[config.mk]
export PLATFORM = sky130hd
export DESIGN_NAME = abx_exec
export DESIGN_NICKNAME = d
export VERILOG_FILES = /design/src/abx_pkg.sv /design/src/abx_alu.sv /design/src/abx_exec.sv
export SDC_FILE = /design/constraint.sdc
export NUM_CORES = 1
export LEC_CHECK = 0
export BUFFER_PORTS_ARGS = -buffer_cell sky130_fd_sc_hd__buf_2
export CORE_AREA = 2 2 70 72
export CTS_CLUSTER_SIZE = 20
export DETAILED_ROUTE_END_ITERATION = 7
export DIE_AREA = 0 0 72 74
export PLACE_DENSITY = 0.74
export SYNTH_ARGS = -nofsm -noshare
export SYNTH_HDL_FRONTEND = slang
export SYNTH_SLANG_ARGS = --single-unit
[constraint.sdc]
create_clock -name clk_i -period 2.2 [get_ports clk_i]
set_input_delay 0.22 -clock clk_i [delete_from_list [all_inputs] [get_ports clk_i]]
set_output_delay 0.22 -clock clk_i [all_outputs]
set_load 0.01 [all_outputs]
[src/abx_pkg.sv]
/*
  Shared constants and carriers for the add and bit-clear execution block.
  Assumes a 14-bit instruction word and an 8-bit datapath.
*/
`default_nettype none
// Contract
// - Add-literal adds literal to accumulator, updates carry, nibble carry, zero, one cycle.
// - AND-literal ANDs literal into accumulator, updates zero only, one cycle.
// - Add-register adds accumulator to register, updates carry, nibble carry, zero.
// - Destination bit 0 writes accumulator; 1 writes register, accumulator unchanged.
// - AND-register ANDs accumulator with register, routed by destination, zero only.
// - Bit-clear zeroes selected register bit, no flags touched, one cycle.
package abx_pkg;
  // ------------------------------------------------------------
  // Encoding fields
  // ------------------------------------------------------------
  localparam int          ABX_IW          = 14;
  localparam int          ABX_DW          = 8;
  localparam int          ABX_AW          = 7;
  localparam logic [4:0]  ABX_OP_ADDLIT   = 5'h1F;   // 11 111x
  localparam logic [5:0]  ABX_OP_ANDLIT   = 6'h39;   // 11 1001
  localparam logic [5:0]  ABX_OP_ADDREG   = 6'h07;   // 00 0111
  localparam logic [5:0]  ABX_OP_ANDREG   = 6'h05;   // 00 0101
  localparam logic [3:0]  ABX_OP_BITCLR   = 4'h4;    // 01 00
  localparam int          ABX_DEST_POS    = 7;
  localparam int          ABX_BIT_LSB     = 7;
  localparam logic [7:0]  ABX_ACC_RST     = 8'h00;
  localparam logic        ABX_DEST_ACC    = 1'b0;

  typedef enum logic [2:0] {
    ABX_NONE, ABX_ADDLIT, ABX_ANDLIT, ABX_ADDREG, ABX_ANDREG, ABX_BITCLR
  } abx_op_e;

  typedef struct packed {
    logic       zero;
    logic       nibble_overflow_bit;
    logic       carry;
  } abx_flags_s;

  typedef struct packed {
    logic       we;
    logic [6:0] addr;
    logic [7:0] data;
  } abx_regwr_s;
endpackage
`default_nettype wire

[src/abx_alu.sv]
/*
  Combinational adder and AND unit with flag generation.
  Assumes operands are stable within the execute cycle.
*/
`timescale 1ns/1ps
`default_nettype none
module abx_alu
  import abx_pkg::*;
(
  input  wire logic [7:0] a_i,
  input  wire logic [7:0] b_i,
  input  wire logic       is_and_i,
  output logic [7:0]      res_o,
  output logic            carry_o,
  output logic            nib_o,
  output logic            zero_o
);
  logic [4:0] lo_sum;
  logic [4:0] hi_sum;

  always_comb begin
    lo_sum  = {1'b0, a_i[3:0]} + {1'b0, b_i[3:0]};
    hi_sum  = {1'b0, a_i[7:4]} + {1'b0, b_i[7:4]} + {4'h0, lo_sum[4]};
    nib_o   = lo_sum[4];
    carry_o = hi_sum[4];
    res_o   = is_and_i ? (a_i & b_i) : {hi_sum[3:0], lo_sum[3:0]};
    zero_o  = (res_o == 8'h00);
  end
endmodule
`default_nettype wire

[src/abx_exec.sv]
/*
  Execute stage for five instructions: add/AND literal, add/AND register, bit clear.
  Assumes fetch presents one instruction with a valid strobe per cycle and the
  register file returns the addressed byte combinationally on rd_data_i.
*/
`timescale 1ns/1ps
`default_nettype none
module abx_exec
  import abx_pkg::*;
(
  input  wire logic                clk_i,
  input  wire logic                resetn_i,
  input  wire logic                valid_i,
  input  wire logic [13:0]         instr_i,
  input  wire logic [7:0]          rd_data_i,
  input  wire abx_flags_s          flags_i,
  output logic [6:0]               rd_addr_o,
  output abx_regwr_s               wr_o,
  output logic [7:0]               acc_o,
  output abx_flags_s               flags_o,
  output logic                     flags_we_o,
  output logic                     done_o
);
  // ------------------------------------------------------------
  // Decode
  // ------------------------------------------------------------
  abx_op_e    op;
  logic       dest;
  logic [2:0] bsel;
  logic [7:0] lit;

  always_comb begin
    lit  = instr_i[7:0];
    dest = instr_i[ABX_DEST_POS];
    bsel = instr_i[ABX_BIT_LSB +: 3];
    op   = ABX_NONE;
    if (valid_i) begin
      if (instr_i[13:9] == ABX_OP_ADDLIT)      op = ABX_ADDLIT;
      else if (instr_i[13:8] == ABX_OP_ANDLIT) op = ABX_ANDLIT;
      else if (instr_i[13:8] == ABX_OP_ADDREG) op = ABX_ADDREG;
      else if (instr_i[13:8] == ABX_OP_ANDREG) op = ABX_ANDREG;
      else if (instr_i[13:10] == ABX_OP_BITCLR) op = ABX_BITCLR;
    end
  end

  assign rd_addr_o = instr_i[6:0];

  // ------------------------------------------------------------
  // Arithmetic
  // ------------------------------------------------------------
  logic [7:0] acc_r;
  logic [7:0] acc_nxt;
  logic [7:0] opnd;
  logic [7:0] res;
  logic       c;
  logic       n;
  logic       z;

  assign opnd = (op == ABX_ADDLIT || op == ABX_ANDLIT) ? lit : rd_data_i;

  abx_alu u_alu (
    .a_i      (acc_r),
    .b_i      (opnd),
    .is_and_i (op == ABX_ANDLIT || op == ABX_ANDREG),
    .res_o    (res),
    .carry_o  (c),
    .nib_o    (n),
    .zero_o   (z)
  );

  // ------------------------------------------------------------
  // Next state
  // ------------------------------------------------------------
  abx_regwr_s wr_nxt;
  abx_regwr_s wr_r;
  abx_flags_s fl_nxt;
  abx_flags_s fl_r;
  logic       fwe_nxt;
  logic       fwe_r;
  logic       done_nxt;
  logic       done_r;
  logic [7:0] cleared;

  always_comb begin
    acc_nxt  = acc_r;
    wr_nxt   = '0;
    fl_nxt   = fl_r;
    fwe_nxt  = 1'b0;
    done_nxt = (op != ABX_NONE);
    cleared  = rd_data_i;
    cleared[bsel] = 1'b0;
    case (op)
      ABX_ADDLIT: begin
        acc_nxt = res;
        fl_nxt  = '{zero: z, nibble_overflow_bit: n, carry: c};
        fwe_nxt = 1'b1;
      end
      ABX_ANDLIT: begin
        acc_nxt = res;
        fl_nxt  = '{zero: z, nibble_overflow_bit: flags_i.nibble_overflow_bit,
                    carry: flags_i.carry};
        fwe_nxt = 1'b1;
      end
      ABX_ADDREG, ABX_ANDREG: begin
        if (dest == ABX_DEST_ACC) begin
          acc_nxt = res;
        end else begin
          wr_nxt = '{we: 1'b1, addr: rd_addr_o, data: res};
        end
        if (op == ABX_ADDREG) begin
          fl_nxt = '{zero: z, nibble_overflow_bit: n, carry: c};
        end else begin
          fl_nxt = '{zero: z, nibble_overflow_bit: flags_i.nibble_overflow_bit,
                     carry: flags_i.carry};
        end
        fwe_nxt = 1'b1;
      end
      ABX_BITCLR: begin
        wr_nxt = '{we: 1'b1, addr: rd_addr_o, data: cleared};
      end
      default: begin
      end
    endcase
  end

  always_ff @(posedge clk_i or negedge resetn_i) begin
    if (!resetn_i) begin
      acc_r  <= ABX_ACC_RST;
      wr_r   <= '0;
      fl_r   <= '0;
      fwe_r  <= 1'b0;
      done_r <= 1'b0;
    end else begin
      acc_r  <= acc_nxt;
      wr_r   <= wr_nxt;
      fl_r   <= fl_nxt;
      fwe_r  <= fwe_nxt;
      done_r <= done_nxt;
    end
  end

  assign acc_o      = acc_r;
  assign wr_o       = wr_r;
  assign flags_o    = fl_r;
  assign flags_we_o = fwe_r;
  assign done_o     = done_r;

  // ------------------------------------------------------------
  // Checks
  // ------------------------------------------------------------
  AST_ADDLIT_SUM: assert property (@(posedge clk_i) disable iff (!resetn_i)
    op == ABX_ADDLIT |=> acc_o == 8'($past(acc_r) + $past(lit)) && flags_we_o)
    else $error("add literal result wrong");
  AST_ANDLIT_RES: assert property (@(posedge clk_i) disable iff (!resetn_i)
    op == ABX_ANDLIT |=> acc_o == ($past(acc_r) & $past(lit))
      && flags_o.carry == $past(flags_i.carry))
    else $error("and literal result wrong");
  AST_ADDREG_FLAGS: assert property (@(posedge clk_i) disable iff (!resetn_i)
    op == ABX_ADDREG |=> flags_o.carry == ((9'($past(acc_r)) + 9'($past(rd_data_i))) > 9'd255))
    else $error("add register carry wrong");
  AST_DEST_REG: assert property (@(posedge clk_i) disable iff (!resetn_i)
    (op == ABX_ADDREG || op == ABX_ANDREG) && dest |=> wr_o.we && acc_o == $past(acc_r))
    else $error("register destination wrong");
  AST_DEST_ACC: assert property (@(posedge clk_i) disable iff (!resetn_i)
    (op == ABX_ADDREG || op == ABX_ANDREG) && !dest |=> !wr_o.we)
    else $error("accumulator destination wrote register");
  AST_ANDREG_RES: assert property (@(posedge clk_i) disable iff (!resetn_i)
    op == ABX_ANDREG && dest |=> wr_o.data == ($past(acc_r) & $past(rd_data_i)))
    else $error("and register result wrong");
  AST_BITCLR: assert property (@(posedge clk_i) disable iff (!resetn_i)
    op == ABX_BITCLR |=> wr_o.we && wr_o.data[$past(bsel)] == 1'b0 && !flags_we_o)
    else $error("bit clear wrong");
  AST_ZERO: assert property (@(posedge clk_i) disable iff (!resetn_i)
    op == ABX_ANDLIT |=> flags_o.zero == (acc_o == 8'h00))
    else $error("zero flag wrong");

  // ------------------------------------------------------------
  // Checks on flags, routing and pulses
  // ------------------------------------------------------------
  AST_ADDLIT_FLAGS: assert property (@(posedge clk_i) disable iff (!resetn_i)
    op == ABX_ADDLIT |=> flags_o.nibble_overflow_bit
      == ((5'($past(acc_r[3:0])) + 5'($past(lit[3:0]))) > 5'h0f)
      && flags_o.carry == ((9'($past(acc_r)) + 9'($past(lit))) > 9'h0ff))
    else $error("add literal flags wrong");
  AST_ANDLIT_FLAGS: assert property (@(posedge clk_i) disable iff (!resetn_i)
    op == ABX_ANDLIT |=> flags_we_o && !wr_o.we
      && flags_o.nibble_overflow_bit == $past(flags_i.nibble_overflow_bit))
    else $error("and literal flags wrong");
  AST_ADDREG_SUM: assert property (@(posedge clk_i) disable iff (!resetn_i)
    op == ABX_ADDREG && !dest |=> flags_we_o
      && acc_o == 8'($past(acc_r) + $past(rd_data_i)))
    else $error("add register sum wrong");
  AST_ADDREG_NIB: assert property (@(posedge clk_i) disable iff (!resetn_i)
    op == ABX_ADDREG |=> flags_o.nibble_overflow_bit
      == ((5'($past(acc_r[3:0])) + 5'($past(rd_data_i[3:0]))) > 5'h0f))
    else $error("add register nibble carry wrong");
  AST_DEST_ADDR: assert property (@(posedge clk_i) disable iff (!resetn_i)
    (op == ABX_ADDREG || op == ABX_ANDREG) && dest |=> wr_o.addr == $past(instr_i[6:0]))
    else $error("register destination address wrong");
  AST_ANDREG_ACC: assert property (@(posedge clk_i) disable iff (!resetn_i)
    op == ABX_ANDREG && !dest |=> acc_o == ($past(acc_r) & $past(rd_data_i))
      && flags_o.carry == $past(flags_i.carry))
    else $error("and register accumulator result wrong");
  AST_BITCLR_DATA: assert property (@(posedge clk_i) disable iff (!resetn_i)
    op == ABX_BITCLR |=> wr_o.addr == $past(instr_i[6:0]) && acc_o == $past(acc_r)
      && wr_o.data == ($past(rd_data_i) & ~(8'h01 << $past(bsel))))
    else $error("bit clear data wrong");
  AST_ZERO_ADD: assert property (@(posedge clk_i) disable iff (!resetn_i)
    op == ABX_ADDLIT |=> flags_o.zero == (acc_o == 8'h00))
    else $error("add zero flag wrong");
  AST_DONE_PULSE: assert property (@(posedge clk_i) disable iff (!resetn_i)
    op != ABX_NONE |=> done_o)
    else $error("done pulse missing");
  AST_IDLE: assert property (@(posedge clk_i) disable iff (!resetn_i)
    op == ABX_NONE |=> !done_o && !wr_o.we && !flags_we_o && acc_o == $past(acc_r))
    else $error("idle cycle changed state");
  COV_ADDLIT: cover property (@(posedge clk_i) op == ABX_ADDLIT && c);
  COV_ADDREG_F: cover property (@(posedge clk_i) op == ABX_ADDREG && dest);
  COV_BITCLR: cover property (@(posedge clk_i) op == ABX_BITCLR);
  COV_ANDLIT_ZERO: cover property (@(posedge clk_i) op == ABX_ANDLIT && z);
  COV_ANDREG_ACC: cover property (@(posedge clk_i) op == ABX_ANDREG && !dest);
endmodule
`default_nettype wire

==> results.cfg, run 1 <==
[route]
drt_iter0_markers = 52
wl_per_cell_um = 15.0
vias = 1645
detail-route-antenna-nets = 0
postRouteWirelength_um = 4800
drt-vias-per-instance = 5.14
drc_errors = 0
firstDrtPassIters = 4

[sta]
worst_pin_slew_ns = 0.662
fmax_mhz = 333
finalCritPeriodShare_pct = 137
slew_headroom_pct = 55.9
fin_ws_ns = -0.804
period_minus_slack_ns = 3.00
hold_viol_final = 0
clock_skew_ns = 0.00848
slew_violations = 0
holdWs_ns = 0.166
report.final.setup_viol = 15
rsz0062_at_grt = true

[logic_synthesis]
seq_area_frac_synth_pct = 41.0
syn_inst = 172
synth_area_per_cell_um2 = 10.3
synth-seq-cells = 29
yosysTopAreaCellShare_pct = 41.0
synth_ff_type = dfrtp_1
synthesis.nets = 211
async_flop_share_pct = 100
yosys.area.top_type = dfrtp_1
synth_cell_types = 42
yosys_warnings = 0
synth.area.top_cells = dfrtp_1, mux2i_1, ha_1
synth-edff-count = 0
syn_area_um2 = 1770

[finish]
final_nets = 304
utilization_pct = 55.5
diodes = 0
drive_gt1_share_pct = 48.5
syn2layout_area_growth_pct = 44.4

[setup_path]
path_max_fanout = 5
required_ns = 2.35
cp-start-kind = primary input
end_kind = flop
path_class = primary input to flop
cp.arrival_ns = 3.16

[grt]
grt_max_degree = 30
track_usage_pct = 18.8
grt_antenna_before_repair = 0
grt_pass1_wl_um = 7450
grt_remaining_overflow = 0
first_global_vias = 1564

[clocking]
h-tree-depth = 2
clk_latency_ns = 0.29
cts.sinks = 29
root_buffer = clkbuf_8
clk_path_buf_depth = 2
cts_tree = done
path_clk_slew_ns = 0.07
cts_buffers = 5

[die]
rows = 25
die_h_um = 74
start_util_pct = 38.4
ios = 64
dieArea_um2 = 5330
core_um2 = 4600
die_x_um = 72

[outcome]
status = finished with violations
failed_checks = negative setup slack

[power]
irDropWorstVdd_v = 0.000469
p_per_area_nw_per_um2 = 1040
p_leak_nw = 1.30

[run]
maxCapViolCount = 0

[place]
dpl.hpwl_um = 3630
numPortBuffers = 62
gp_congestion = 0.867

[hold_path]
hold_path.class = primary input to flop
[metrics by stage]
step                      area (um^2)  total power, mW  setup slack, ns  cells  TNS, ns
after floorplan                  1820             1.41           -0.891    172    -8.28
after global placement           2320             1.85            -1.01    305   -11.38
after detailed placement         2320             1.87            -1.09    305   -12.24
after CTS                        2510             2.56           -0.767    318    -7.31
after global routing             2550             2.82           -0.903    320    -9.34
final                            2550             2.65           -0.804    320    -7.76
[flip-flops by register name, indices dropped and copies added, names as in the netlist]
name	flops
done_o	1
flags_o	3
flags_we_o	1
wr_o	16
acc_o	8
[cells in the mapped netlist, drive strengths merged, types with 3 or more instances]
library cell	number
nor2	10
dfrtp	29
mux2	9
a21o	3
inv	10
fa	3
a21oi	12
o21ai	13
nand3	3
and2	7
nor4	3
ha	8
nand2	9
mux2i	11
o22ai	8
buf	10
[final timing paths]
| check | start | endpoint | slack, ns | depth (start not counted) |
|---|---|---|---|---|
| worst max-delay path | instr_i[10] | wr_o[7]$_DFF_PN0_ | -0.80 | 15 |
| worst min-delay path | instr_i[4] | wr_o[12]$_DFF_PN0_ | 0.17 | 2 |
| worst max register to register | acc_o[0]$_DFFE_PN0P_ | flags_o[2]$_DFFE_PN0P_ | -0.25 | 10 |
| worst min register to register | flags_o[0]$_DFFE_PN0P_ | flags_o[0]$_DFFE_PN0P_ | 0.50 | 2 |
| max in group asynchronous | resetn_i | acc_o[6]$_DFFE_PN0P_ | 1.27 | 2 |
| min in group asynchronous | resetn_i | acc_o[2]$_DFFE_PN0P_ | 0.50 | 2 |
[report_power, final]
part           switching [mW]  total, mW  internal, mW
Combinational           0.689       1.35         0.660
Clock                   0.218      0.586         0.368
Sequential             0.0911      0.720         0.629
[placed cells by master, fill, tap and decap left out, types with 2 or more instances in the layout]
master and count:
buf_2 61, ha_4 2, ha_1 6, nor2_1 8
o21ai_1 3, nor2_2 2, and2_1 7, o21ai_2 2
dfrtp_1 29, o21ai_0 8, buf_4 31, o22ai_1 8
a21oi_2 3, nand3_1 3, nand2b_1 2, o31ai_1 2
a21o_1 3, xnor2_1 2, or2b_1 2, buf_6 3
a21oi_1 9, mux2_1 5, fa_2 3, inv_2 3
nand2_1 9, nor4_1 2, inv_1 7, mux2i_1 10
clkbuf_8 6, mux2_4 4
[final cells by class]
cell class | instances | area, um^2
clock buffer | 6 | 82.6
multi-input combinational | 123 | 1020
timing repair buffer | 96 | 582
inverter | 10 | 37.5
tap | 54 | 67.6
sequential | 29 | 726
clock inverter | 2 | 37.5
fill | 416 | 2050
[cell families after synthesis]
kind of cell	synth area share [%]
buf+inv	6.44
simple gates	14.2
flops	41.0
xor+xnor	1.98
fa+ha+maj	9.06
mux	12.0
compound gates	15.4
[routing by layer]
metal / part of all wire, % / track usage, %
met4: 2.0 / 8.18
met1: 41 / 22.0
met3: 6.1 / 4.20
met2: 51 / 33.4
met5: 0 / 0
[repair_timing]
action                                 CTS  global route
setup endpoints to repair               13            15
resized for setup                        8             8
endpoints found under the hold margin   29             0
hold buffers                             1             0
pin swaps                                9             8
setup buffers                            5             2
[worst max-delay path, stage by stage]
cell and delay [ns]:
buf_6 0.09, or3b_4 0.39, a21oi_2 0.14, buf_6 0.14, mux2_4 0.31, ha_4 0.16, fa_2 0.33, a21o_1 0.19
a21oi_2 0.17, fa_2 0.26, buf_4 0.12, o21ai_2 0.07, xor2_2 0.16, mux2i_1 0.27, o22ai_1 0.13
No activity file was read; power rests on OpenSTA's default activity.
==> run 2, diff against run 1 <==
--- a/config.mk
+++ b/config.mk
@@ -6,11 +6,13 @@
 export NUM_CORES = 1
 export LEC_CHECK = 0
 export BUFFER_PORTS_ARGS = -buffer_cell sky130_fd_sc_hd__buf_2
-export CORE_AREA = 2 2 70 72
+export CORE_AREA = 2 2 55 96
 export CTS_CLUSTER_SIZE = 20
 export DETAILED_ROUTE_END_ITERATION = 7
-export DIE_AREA = 0 0 72 74
-export PLACE_DENSITY = 0.74
+export DIE_AREA = 0 0 57 98
+export PLACE_DENSITY = 0.73
+export REMOVE_ABC_BUFFERS = 1
 export SYNTH_ARGS = -nofsm -noshare
 export SYNTH_HDL_FRONTEND = slang
+export SYNTH_HIERARCHICAL = 1
 export SYNTH_SLANG_ARGS = --single-unit
==> results.cfg, run 2 <==
[power]
total_power_mw = 3.21
p_leak_nw = 1.46
p_per_area_nw_per_um2 = 1100
irDropWorstVdd_v = 0.000836

[place]
numPortBuffers = 62
dp_slack_ns = -2.33
dp.cells = 318
gp_congestion = 0.902
dpl.hpwl_um = 3870

[grt]
grt_max_degree = 30
grt_remaining_overflow = 0
grt_antenna_before_repair = 0
track_usage_pct = 19.4
first_global_vias = 1812
grt_pass1_wl_um = 8490

[die]
ios = 64
core_um2 = 4850
die_h_um = 98
dieArea_um2 = 5590
start_util_pct = 38.5
die_x_um = 57
rows = 34

[logic_synthesis]
async_flop_share_pct = 100
yosys_warnings = 6
synthAdderAreaFrac_pct = 8.58
synth-edff-count = 0
synth.area.top_cells = dfrtp_1, mux2_2, ha_1
synth_ff_type = dfrtp_1
yosysTopAreaCellShare_pct = 38.9
synth_compound_area_share_pct = 13.5
synth_top_family_by_area = simple AND/OR/NAND/NOR gates
synthMuxAreaShare_pct = 14.3
seq_area_frac_synth_pct = 38.9
yosys.area.top_type = dfrtp_1
syn_area_um2 = 1870
synth_area_per_cell_um2 = 11.2
synth_cell_types = 46
syn_inst = 167
synth_most_common_cell = dfrtp_1
synthSimpleGateAreaFrac_pct = 17.8
synthXorXnorAreaFrac_pct = 0.938
synth-seq-cells = 29
synthTopCellsByCount = dfrtp_1, mux2_2, buf_4, ha_1, nor2_1

[finish]
largest_reg_flops = 16
final_nets = 323
diodes = 0
syn2layout_area_growth_pct = 55.8
mostFrequentLayoutCell = buf_2
mostFrequentLayoutCells = buf_2, buf_4, dfrtp_1, mux2_4, buf_6
drive_gt1_share_pct = 62.8
finalNonFillerCells = 339

[setup_path]
end_kind = flop
crit_chain = buf_6 -> or3b_4 -> a211oi_4 -> mux2_4 -> ha_4 -> fa_2 -> a21o_1 -> a21o_1 -> fa_2 -> fa_2 -> mux2_4 -> or4_4 -> nor4b_4 -> mux2_4
critPathTopFamily = adder cells
cp_slowest_cell = fa_2
cpPeakStageDelay_ns = 0.44
r2r_slack_ns = -1.16
critical_path_buf_inv_count = 1
cp.arrival_ns = 4.27
r2r_start = acc_o[0]$_DFFE_PN0P_
path_max_fanout = 2
rr_worst_depth = 10
cp-start-kind = primary input
required_ns = 2.43
worst_r2r_endpoint = flags_o[2]$_DFFE_PN0P_
path_class = primary input to flop

[route]
drt-vias-per-instance = 5.25
drc_errors = 0
vias = 1779
firstDrtPassIters = 4
detail-route-antenna-nets = 0
wl_per_cell_um = 16.6
postRouteWirelength_um = 5640
drt_iter0_markers = 21

[sta]
period_minus_slack_ns = 4.05
report.final.setup_viol = 19
worst_pin_slew_ns = 0.658
fmax_mhz = 247
clock_skew_ns = 0.00409
fin_ws_ns = -1.85
setup_tns_ns = -16.91
rsz0062_at_grt = true
slew_violations = 0
finalCritPeriodShare_pct = 184
hold_viol_final = 0
slew_headroom_pct = 56.1

[hold_path]
hold-path-endpoint = wr_o[11]$_DFF_PN0_
hold_path.class = primary input to flop
holdCritStartpoint = instr_i[3]
hold_depth = 2

[outcome]
status = finished with violations
failed_checks = negative setup slack

[clocking]
cts_buffers = 5
clk_path_buf_depth = 2
root_buffer = clkbuf_8
path_clk_slew_ns = 0.06
cts_tree = done
h-tree-depth = 2
clk_latency_ns = 0.28
cts.sinks = 29

[run]
maxCapViolCount = 0
==> run 2: kinds of logic after synthesis <==
group,Yosys count
xor+xnor,2
flops,29
simple gates,53
mux,23
fa+ha+maj,11
compound gates,34
buf+inv,15
==> run 2: power by group <==
| group | internal (mW) | switching (mW) |
|---|---|---|
| Combinational | 1.18 | 0.876 |
| Clock | 0.218 | 0.210 |
| Sequential | 0.631 | 0.0948 |
==> run 2: how the worst max path moves through the flow <==
stage	start	cells after the start	end
detailed placement	instr_i[10]	14	flags_o[2]$_DFFE_PN0P_
global placement	instr_i[10]	14	flags_o[2]$_DFFE_PN0P_
finish	instr_i[10]	14	flags_o[2]$_DFFE_PN0P_
global route	instr_i[10]	14	flags_o[2]$_DFFE_PN0P_
floorplan	instr_i[10]	13	flags_o[2]$_DFFE_PN0P_
CTS	instr_i[9]	14	flags_o[2]$_DFFE_PN0P_
==> run 2: area by class of cell <==
| cell class | instances | area [um^2] |
|---|---|---|
| clock buffer | 5 | 68.8 |
| multi-input combinational | 123 | 1200 |
| fill | 420 | 1940 |
| inverter | 2 | 7.51 |
| sequential | 29 | 726 |
| tap | 54 | 67.6 |
| timing repair buffer | 123 | 821 |
| clock inverter | 3 | 17.5 |
==> run 2: metal layers <==
layer | part of all wire [%] | track usage [%]
met5 | 0 | 0
met4 | 2.7 | 9.84
met3 | 4.7 | 3.44
met2 | 57 | 35.7
met1 | 35 | 20.3
==> run 2: through the flow <==
step	cell area (um^2)	hold slack (ns)	utilization [%]
2_1_floorplan	1760	-0.0756	-
3_3_place_gp	2500	0.278	51.6
3_5_place_dp	2500	0.278	51.6
4_1_cts	2760	0.176	57.0
5_1_grt	2910	0.186	60.0
6_report	2910	0.181	60.0
==> run 2: timing repair <==
item | in CTS | in global routing
pin swaps | 19 | 20
hold buffers | 1 | 0
hold endpoints to repair | 29 | 0
resized for setup | 32 | 21
buffers inserted | 7 | 7
endpoints found under the setup margin | 18 | 19
